$ cat config.mk
export PLATFORM = sky130hd
export DESIGN_NAME = smbus_slave_port
export DESIGN_NICKNAME = d
export VERILOG_FILES = /design/src/byte_fifo.v /design/src/smbus_slave_port.v
export VERILOG_INCLUDE_DIRS = /design/src
export SDC_FILE = /design/constraint.sdc
export NUM_CORES = 1
export LEC_CHECK = 0
export BUFFER_PORTS_ARGS = -buffer_cell sky130_fd_sc_hd__buf_2
export CAP_MARGIN = 10
export CELL_PAD_IN_SITES_DETAIL_PLACEMENT = 2
export CELL_PAD_IN_SITES_GLOBAL_PLACEMENT = 2
export CORE_UTILIZATION = 40
export DETAILED_ROUTE_END_ITERATION = 10
export GPL_TIMING_DRIVEN = 0
export PLACE_DENSITY = 0.68
export RECOVER_POWER = 100
export SETUP_SLACK_MARGIN = 0.02
export SLEW_MARGIN = 30
export SYNTH_ARGS = -nofsm -noshare
export SYNTH_HDL_FRONTEND = slang
export SYNTH_SLANG_ARGS = --single-unit
$ cat constraint.sdc
create_clock -name clk -period 5.5 [get_ports clk]
set_input_delay 0.55 -clock clk [delete_from_list [all_inputs] [get_ports clk]]
set_output_delay 0.55 -clock clk [all_outputs]
set_load 0.02 [all_outputs]
$ cat src/smbus_slave_defines.vh
`ifndef SMBUS_SLAVE_DEFINES_VH
`define SMBUS_SLAVE_DEFINES_VH
`define CLK_FREQ_HZ 50000000
`define GLITCH_NS 100
`define GLITCH_CYCLES ((`GLITCH_NS * 50 + 999) / 1000)
`define TIMEOUT_MIN_MS 25
`define TIMEOUT_CYCLES (`TIMEOUT_MIN_MS * (`CLK_FREQ_HZ / 1000))
`define POWERUP_MS 100
`define POWERUP_CYCLES (`POWERUP_MS * (`CLK_FREQ_HZ / 1000))
`define PREAMBLE_SENSE 4'h3
`define PREAMBLE_MEMORY 4'hA
`define FIFO_DEPTH 32
`define FIFO_WIDTH 8
`endif

$ cat src/byte_fifo.v
`timescale 1ns/1ps
`default_nettype none
module byte_fifo #(
  parameter WIDTH = 8,
  parameter DEPTH = 32,
  parameter AW = 5
) (
  input wire clk,
  input wire reset_n,
  input wire [WIDTH-1:0] in_data,
  input wire in_valid,
  output wire in_ready,
  output wire [WIDTH-1:0] out_data,
  output wire out_valid,
  input wire out_ready
);
  reg [WIDTH-1:0] mem [0:DEPTH-1];
  reg [AW:0] wr_ff;
  reg [AW:0] rd_ff;
  wire full = (wr_ff[AW] != rd_ff[AW]) && (wr_ff[AW-1:0] == rd_ff[AW-1:0]);
  wire empty = (wr_ff == rd_ff);
  assign in_ready = ~full;
  assign out_valid = ~empty;
  assign out_data = mem[rd_ff[AW-1:0]];
  always @(posedge clk) begin
    if (in_valid && !full) begin
      mem[wr_ff[AW-1:0]] <= in_data;
    end
  end
  always @(posedge clk or negedge reset_n) begin
    if (!reset_n) begin
      wr_ff <= {(AW+1){1'b0}};
      rd_ff <= {(AW+1){1'b0}};
    end else begin
      if (in_valid && !full) begin
        wr_ff <= wr_ff + 1'b1;
      end
      if (out_ready && !empty) begin
        rd_ff <= rd_ff + 1'b1;
      end
    end
  end
endmodule
`default_nettype wire

$ cat src/smbus_slave_port.v
`timescale 1ns/1ps
`include "smbus_slave_defines.vh"
`default_nettype none
module smbus_slave_port #(
  parameter LATER_REVISION = 1'b1,
  parameter TIMEOUT_CYCLES = `TIMEOUT_CYCLES,
  parameter POWERUP_CYCLES = `POWERUP_CYCLES
) (
  input wire clk,
  input wire reset_n,
  input wire memory_reset_n,
  input wire scl_in,
  input wire sda_in,
  output wire sda_out,
  output wire sda_oe_n,
  input wire strap_select_bit0,
  input wire strap_select_bit1,
  input wire strap_select_bit2,
  output wire [7:0] rx_data,
  output wire rx_valid,
  input wire rx_ready,
  output reg rx_is_memory,
  output reg rx_first,
  input wire [7:0] tx_data,
  output wire tx_req,
  output reg sense_converting,
  output reg sense_result_valid,
  output reg memory_standby,
  output reg timeout_event
);
  localparam S_IDLE = 6'h01;
  localparam S_ADDR = 6'h02;
  localparam S_ACK = 6'h04;
  localparam S_RX = 6'h08;
  localparam S_TX = 6'h10;
  localparam S_MACK = 6'h20;

  reg [1:0] scl_sync_ff;
  reg [1:0] sda_sync_ff;
  reg [2:0] scl_flt_cnt_ff;
  reg [2:0] sda_flt_cnt_ff;
  reg scl_ff;
  reg sda_ff;
  reg scl_prev_ff;
  reg sda_prev_ff;
  reg [5:0] state_ff;
  reg [3:0] bit_cnt_ff;
  reg [7:0] shift_ff;
  reg rw_ff;
  reg memory_sel_ff;
  reg first_ff;
  reg pull_low_ff;
  reg busy_ff;
  reg ack_pending_ff;
  reg [31:0] low_cnt_ff;
  reg [31:0] pu_cnt_ff;
  reg [2:0] strap_meta_ff;
  reg [2:0] strap_ff;
  reg [7:0] rx_data_ff;
  reg rx_valid_ff;
  reg nxt_pull_low;

  wire scl_rise = scl_ff & ~scl_prev_ff;
  wire scl_fall = ~scl_ff & scl_prev_ff;
  wire start_cond = scl_ff & scl_prev_ff & sda_prev_ff & ~sda_ff;
  wire stop_cond = scl_ff & scl_prev_ff & ~sda_prev_ff & sda_ff;
  wire timed_out = (low_cnt_ff >= TIMEOUT_CYCLES[31:0]);
  // earlier revision: memory sessions have no timeout, so clocking down to DC works
  wire timeout_applies = ~memory_sel_ff | LATER_REVISION;
  wire fifo_in_ready;

  // open drain: line value is always low, enable low means pulled
  assign sda_out = 1'b0;
  assign sda_oe_n = ~pull_low_ff;
  assign tx_req = (state_ff == S_TX) && scl_fall && (bit_cnt_ff == 4'h0);

  always @(posedge clk or negedge reset_n) begin
    if (!reset_n) begin
      scl_sync_ff <= 2'b11;
      sda_sync_ff <= 2'b11;
      scl_flt_cnt_ff <= 3'h0;
      sda_flt_cnt_ff <= 3'h0;
      scl_ff <= 1'b1;
      sda_ff <= 1'b1;
      scl_prev_ff <= 1'b1;
      sda_prev_ff <= 1'b1;
    end else begin
      scl_sync_ff <= {scl_sync_ff[0], scl_in};
      sda_sync_ff <= {sda_sync_ff[0], sda_in};
      scl_prev_ff <= scl_ff;
      sda_prev_ff <= sda_ff;
      // a level must persist past the noise window before it is accepted
      if (scl_sync_ff[1] == scl_ff) begin
        scl_flt_cnt_ff <= 3'h0;
      end else if (scl_flt_cnt_ff == `GLITCH_CYCLES) begin
        scl_ff <= scl_sync_ff[1];
        scl_flt_cnt_ff <= 3'h0;
      end else begin
        scl_flt_cnt_ff <= scl_flt_cnt_ff + 3'h1;
      end
      if (sda_sync_ff[1] == sda_ff) begin
        sda_flt_cnt_ff <= 3'h0;
      end else if (sda_flt_cnt_ff == `GLITCH_CYCLES) begin
        sda_ff <= sda_sync_ff[1];
        sda_flt_cnt_ff <= 3'h0;
      end else begin
        sda_flt_cnt_ff <= sda_flt_cnt_ff + 3'h1;
      end
    end
  end

  // straps resampled every cycle after release; undriven pins arrive as zero via pulls
  always @(posedge clk or negedge reset_n) begin
    if (!reset_n) begin
      strap_meta_ff <= 3'h0;
      strap_ff <= 3'h0;
    end else begin
      // two stages: straps are pins and may move at any time
      strap_meta_ff <= {strap_select_bit2, strap_select_bit1, strap_select_bit0};
      strap_ff <= strap_meta_ff;
    end
  end

  always @(posedge clk or negedge reset_n) begin
    if (!reset_n) begin
      low_cnt_ff <= 32'h0;
    end else if (scl_ff || !busy_ff || !timeout_applies) begin
      low_cnt_ff <= 32'h0;
    end else if (!timed_out) begin
      low_cnt_ff <= low_cnt_ff + 32'h1;
    end
  end

  // sensor conversion starts by itself; result trusted after power-up delay
  always @(posedge clk or negedge reset_n) begin
    if (!reset_n) begin
      sense_converting <= 1'b0;
      sense_result_valid <= 1'b0;
      pu_cnt_ff <= 32'h0;
    end else begin
      sense_converting <= 1'b1;
      if (pu_cnt_ff >= POWERUP_CYCLES[31:0]) begin
        sense_result_valid <= 1'b1;
      end else begin
        pu_cnt_ff <= pu_cnt_ff + 32'h1;
      end
    end
  end

  always @(posedge clk or negedge memory_reset_n) begin
    if (!memory_reset_n) begin
      memory_standby <= 1'b0;
    end else begin
      memory_standby <= ~busy_ff | ~memory_sel_ff;
    end
  end

  always @* begin
    nxt_pull_low = pull_low_ff;
    if (scl_fall) begin
      case (state_ff)
        S_ACK: nxt_pull_low = ack_pending_ff;
        // first bit straight from the request word, later ones from the shifter
        S_TX: nxt_pull_low = (bit_cnt_ff == 4'h0) ? ~tx_data[7] : ~shift_ff[7];
        default: nxt_pull_low = 1'b0;
      endcase
    end
  end

  // master owns clock and start/stop; slave only follows them
  always @(posedge clk or negedge reset_n) begin
    if (!reset_n) begin
      state_ff <= S_IDLE;
      bit_cnt_ff <= 4'h0;
      shift_ff <= 8'h0;
      rw_ff <= 1'b0;
      memory_sel_ff <= 1'b0;
      first_ff <= 1'b0;
      pull_low_ff <= 1'b0;
      busy_ff <= 1'b0;
      ack_pending_ff <= 1'b0;
      rx_data_ff <= 8'h0;
      rx_valid_ff <= 1'b0;
      rx_is_memory <= 1'b0;
      rx_first <= 1'b0;
      timeout_event <= 1'b0;
    end else begin
      timeout_event <= 1'b0;
      if (rx_valid_ff && fifo_in_ready) begin
        rx_valid_ff <= 1'b0;
      end
      // busy gate: the stale count must not fire a second pulse
      if (timed_out && timeout_applies && busy_ff) begin
        state_ff <= S_IDLE;
        pull_low_ff <= 1'b0;
        busy_ff <= 1'b0;
        timeout_event <= 1'b1;
      end else if (start_cond) begin
        state_ff <= S_ADDR;
        busy_ff <= 1'b1;
        bit_cnt_ff <= 4'h0;
        pull_low_ff <= 1'b0;
      end else if (stop_cond) begin
        state_ff <= S_IDLE;
        busy_ff <= 1'b0;
        pull_low_ff <= 1'b0;
      end else begin
        pull_low_ff <= nxt_pull_low;
        if (scl_fall && state_ff == S_TX) begin
          shift_ff <= (bit_cnt_ff == 4'h0) ? {tx_data[6:0], 1'b0} : {shift_ff[6:0], 1'b0};
        end
        if (scl_rise) begin
          case (state_ff)
            S_ADDR, S_RX: begin
              shift_ff <= {shift_ff[6:0], sda_ff};
              bit_cnt_ff <= bit_cnt_ff + 4'h1;
              if (bit_cnt_ff == 4'h7) begin
                if (state_ff == S_ADDR) begin
                  // ignore anyone else's address
                  if ({shift_ff[2:0], sda_ff} != {strap_ff, sda_ff} ||
                      (shift_ff[6:3] != `PREAMBLE_SENSE &&
                       shift_ff[6:3] != `PREAMBLE_MEMORY)) begin
                    state_ff <= S_IDLE;
                    busy_ff <= 1'b0;
                  end else begin
                    memory_sel_ff <= (shift_ff[6:3] == `PREAMBLE_MEMORY);
                    rw_ff <= sda_ff;
                    first_ff <= 1'b1;
                    state_ff <= S_ACK;
                    ack_pending_ff <= 1'b1;
                  end
                end else if (fifo_in_ready) begin
                  rx_data_ff <= {shift_ff[6:0], sda_ff};
                  rx_valid_ff <= 1'b1;
                  rx_is_memory <= memory_sel_ff;
                  rx_first <= first_ff;
                  first_ff <= 1'b0;
                  state_ff <= S_ACK;
                  ack_pending_ff <= 1'b1;
                end else begin
                  // full buffer: byte dropped and left unacknowledged
                  state_ff <= S_IDLE;
                  busy_ff <= 1'b0;
                end
              end
            end
            // leave the ack slot on its own rise so it is not counted as data
            S_ACK: begin
              ack_pending_ff <= 1'b0;
              state_ff <= rw_ff ? S_TX : S_RX;
              bit_cnt_ff <= 4'h0;
            end
            S_TX: begin
              bit_cnt_ff <= bit_cnt_ff + 4'h1;
              if (bit_cnt_ff == 4'h7) begin
                state_ff <= S_MACK;
              end
            end
            S_MACK: begin
              if (sda_ff) begin
                state_ff <= S_IDLE;
              end else begin
                state_ff <= S_TX;
                bit_cnt_ff <= 4'h0;
              end
            end
            default: begin
              bit_cnt_ff <= bit_cnt_ff;
            end
          endcase
        end
      end
    end
  end

  byte_fifo #(
    .WIDTH(`FIFO_WIDTH),
    .DEPTH(`FIFO_DEPTH),
    .AW(5)
  ) rx_fifo (
    .clk(clk),
    .reset_n(reset_n),
    .in_data(rx_data_ff),
    .in_valid(rx_valid_ff),
    .in_ready(fifo_in_ready),
    .out_data(rx_data),
    .out_valid(rx_valid),
    .out_ready(rx_ready)
  );
endmodule
`default_nettype wire

==> flow_summary.toml <==
[cells_and_area]
multiInputGateArea_um2 = 4770
fin_nets = 1109
drive_gt1_share_pct = 20.3
utilization_pct = 46.0
final_common_cell = "edfxtp_1"
final_cell_area_um2 = 18300
area_delta_synth_final_pct = 13.0
fillers = 3833
ff_latch_area_um2 = 11100
diodes = 0
final_cell_mix = "256 x edfxtp_1, 126 x dfrtp_1, 83 x nor2_1, 80 x mux4_2, 66 x clkbuf_1"

[sta]
drv_slew = 91
final.setup.worst_slack_ns = 1.23
rsz0062_at_grt = "false"
finalSetupViolations = 0
min_period_ns = 4.27
skew_ns = 0.0168
fmaxAchievable_ghz = 0.234
finalCritPeriodShare_pct = 77.7
hold_viol = 0
slew_headroom_pct = -37.9
worst_slew_pin_slew_ns = 2.07
finalSetupTns_ns = 0

[synth]
synth_edf_count = 256
yosysWarningCount = 0
synthFlopType = "edfxtp_1"
ys_seq_area_share_pct = 68.3
ys_seq_elements = 391
synth_cell_types = 67
synth.avg_cell_area_um2 = 16.2
synth_area_leader_cell = "edfxtp_1"
netlist.area_leader.share_pct = 47.4
syn_area_um2 = 16200
netlist_instances = 999
synthArstFlopShare_pct = 34.5
syn_nets = 1027
ys_top_cells_by_area = "edfxtp_1 47%, dfrtp_1 19%, mux4_2 11%"

[critical_path]
worstPathArrival_ns = 3.72
timing.critical_path.required_ns = 4.95
cp_slowest_cell = "clkbuf_1"
crit_path_end_kind = "output pin"
worstPathCellList = "clkbuf_1 -> clkbuf_1 -> mux4_2 -> mux4_2 -> mux2_1 -> buf_2"
critPathLaunchType = "register"
critPathMaxStageDelay_ns = 0.62
path_class = "reg2out"
cp_max_fo = 10

[clock_tree]
cts_tree = "built"
numClockSinks = 391
cts_resized = 0
cts-htree-levels = 2
clk_latency_ns = 0.57
cts-root-buf = "clkbuf_16"
cts-hold-fix-buffers = 2
clk_pin_slew_ns = 0.06
ctsLongestPathBuffers = 3
post-cts-setup-buffers = 0
cts_buffers = 43

[drt]
drt-total-wl_um = 40500
drt-initial-drc-count = 601
drc = 0
drt-pass1-iter-count = 4
post_drt_wl_per_cell_um = 24.7
viasPerCell = 5.52
vias = 9053
postRouteAntennaNets = 0

[floorplanning]
num_rows = 73
fp.coreArea_um2 = 39800
num_io_pins = 35
die_y_um = 203
initial_utilization_pct = 40.7
die_x_um = 203
dieArea_um2 = 41300

[power_and_ir_drop]
pwr-share-comb_pct = 17.4
p_sw_mw = 2.07
p_int_mw = 5.40
p_sw_share_pct = 27.7
p_total_mw = 7.47
clkPwrFrac_pct = 37.1
p_per_area_nw_per_um2 = 408
vdd_ir_drop_max_v = 0.000210
power.leakage_nw = 6.27
seqPwrFrac_pct = 45.4

[run]
max_cap_viol_count = 2

[run_status]
status = "finished with violations"
violations = "capacitance limit, slew limit"

[grt]
grt_max_degree = 81
antenna_found_initial = 1
grtUsageTotal_pct = 20.4
use_met3_pct = 3.52
grt_busiest_layer = "met2"
grt_util_met2_pct = 35.3
use_met1_pct = 26.5
grt_pass1_vias = 10084
grt_overflow = 0
grt_pass1_wl_um = 62700

[place]
dpl-instance-area_um2 = 17100
port-buffer-count = 33
globalplace.congestion = 0.733
hpwl_um = 26400
pre_cts_ws_ns = 1.81

[min_path]
min_path_type = "in2reg"
## registers in the layout, summed over array words and instances (netlist names), 4 cells and up, named ones only
signal,count
rx_fifo.wr_ff,6
pu_cnt_ff,32
shift_ff,8
state_ff,6
rx_fifo.rd_ff,6
bit_cnt_ff,4
low_cnt_ff,32
rx_data_ff,8
rx_fifo.mem,256
## cells in the mapped netlist (all sizes together) (3+ instances only)
library cell,number
nand4,10
inv,19
buf,18
o31ai,3
a21oi,13
a41o,4
and3,18
a31oi,11
nor3,18
xor2,23
ha,11
nor4,15
clkbuf,38
mux2i,6
dfstp,9
a21boi,4
o21ai,14
nand2,54
a31o,5
nand3,22
nor2b,6
or2,4
or3,6
edfxtp,256
nor3b,4
o211ai,4
nand3b,8
and4,3
nor4b,3
nor2,83
mux2,39
xnor2,31
and2,3
mux4,80
dfrtp,126
## layer usage
metal	vias up	part of all wire (%)
met4	2	2.1
li1	3986	-
met2	166	51
met5	-	0.042
met3	61	4.1
met1	4838	42
## metrics by stage
step / std cells / hold slack, ns
final: 1640 / 0.0841
after global routing: 1640 / 0.0626
after CTS: 1640 / 0.0489
after floorplan: 999 / 0.254
after global placement: 1557 / 0.325
after detailed placement: 1559 / 0.326
## cell families after synthesis
family	share of synthesized area, %
DFF	68.3
and+or+nand+nor	8.59
muxes	14.2
buffers and inverters	1.95
AOI/OAI and AO/OA	3.12
xor gates and xnor gates	2.92
adders and majority gates	0.849
other	0.0463
## worst paths after layout
| path | start | to | slack [ns] | cells after the start |
|---|---|---|---|---|
| max in group asynchronous | reset_n | low_cnt_ff[2] | 1.64 | 4 |
| max | rx_fifo.rd_ff[1] | rx_data[2] | 1.23 | 6 |
| min | sda_in | sda_sync_ff[0] | 0.08 | 1 |
| min in group asynchronous | memory_reset_n | memory_standby | 0.30 | 2 |
| min reg2reg | strap_meta_ff[2] | strap_ff[2] | 0.35 | 0 |
| max reg2reg | rx_fifo.wr_ff[3] | rx_fifo.mem[20][0] | 1.77 | 6 |
## power groups by stage
stage          clock (mW)  combinational, mW  sequential, mW
3_5_place_dp            0               1.34            3.46
6_report             2.77               1.30            3.39
4_1_cts              2.86               1.35            3.40
2_1_floorplan           0              0.949            3.40
3_3_place_gp            0               1.30            3.45
5_1_grt              2.94               1.42            3.41
## final cells by class
cell class	instances	share of cell area [%]
repair buffers	37	0.976
clock buffers	56	6.25
flip-flops and latches	391	60.5
clock inverters	23	1.04
multi-input cells	533	26.0
well taps	525	3.58
inverters	19	0.389
plain buffers	56	1.29
## worst max-delay path: cells and delay by family (launching register included)
kind | cells | cell delay, ns
muxes | 3 | 1.35
DFF | 1 | 0.45
buffers and inverters | 3 | 1.36
Note: power is estimated with default switching activity, not from simulation.
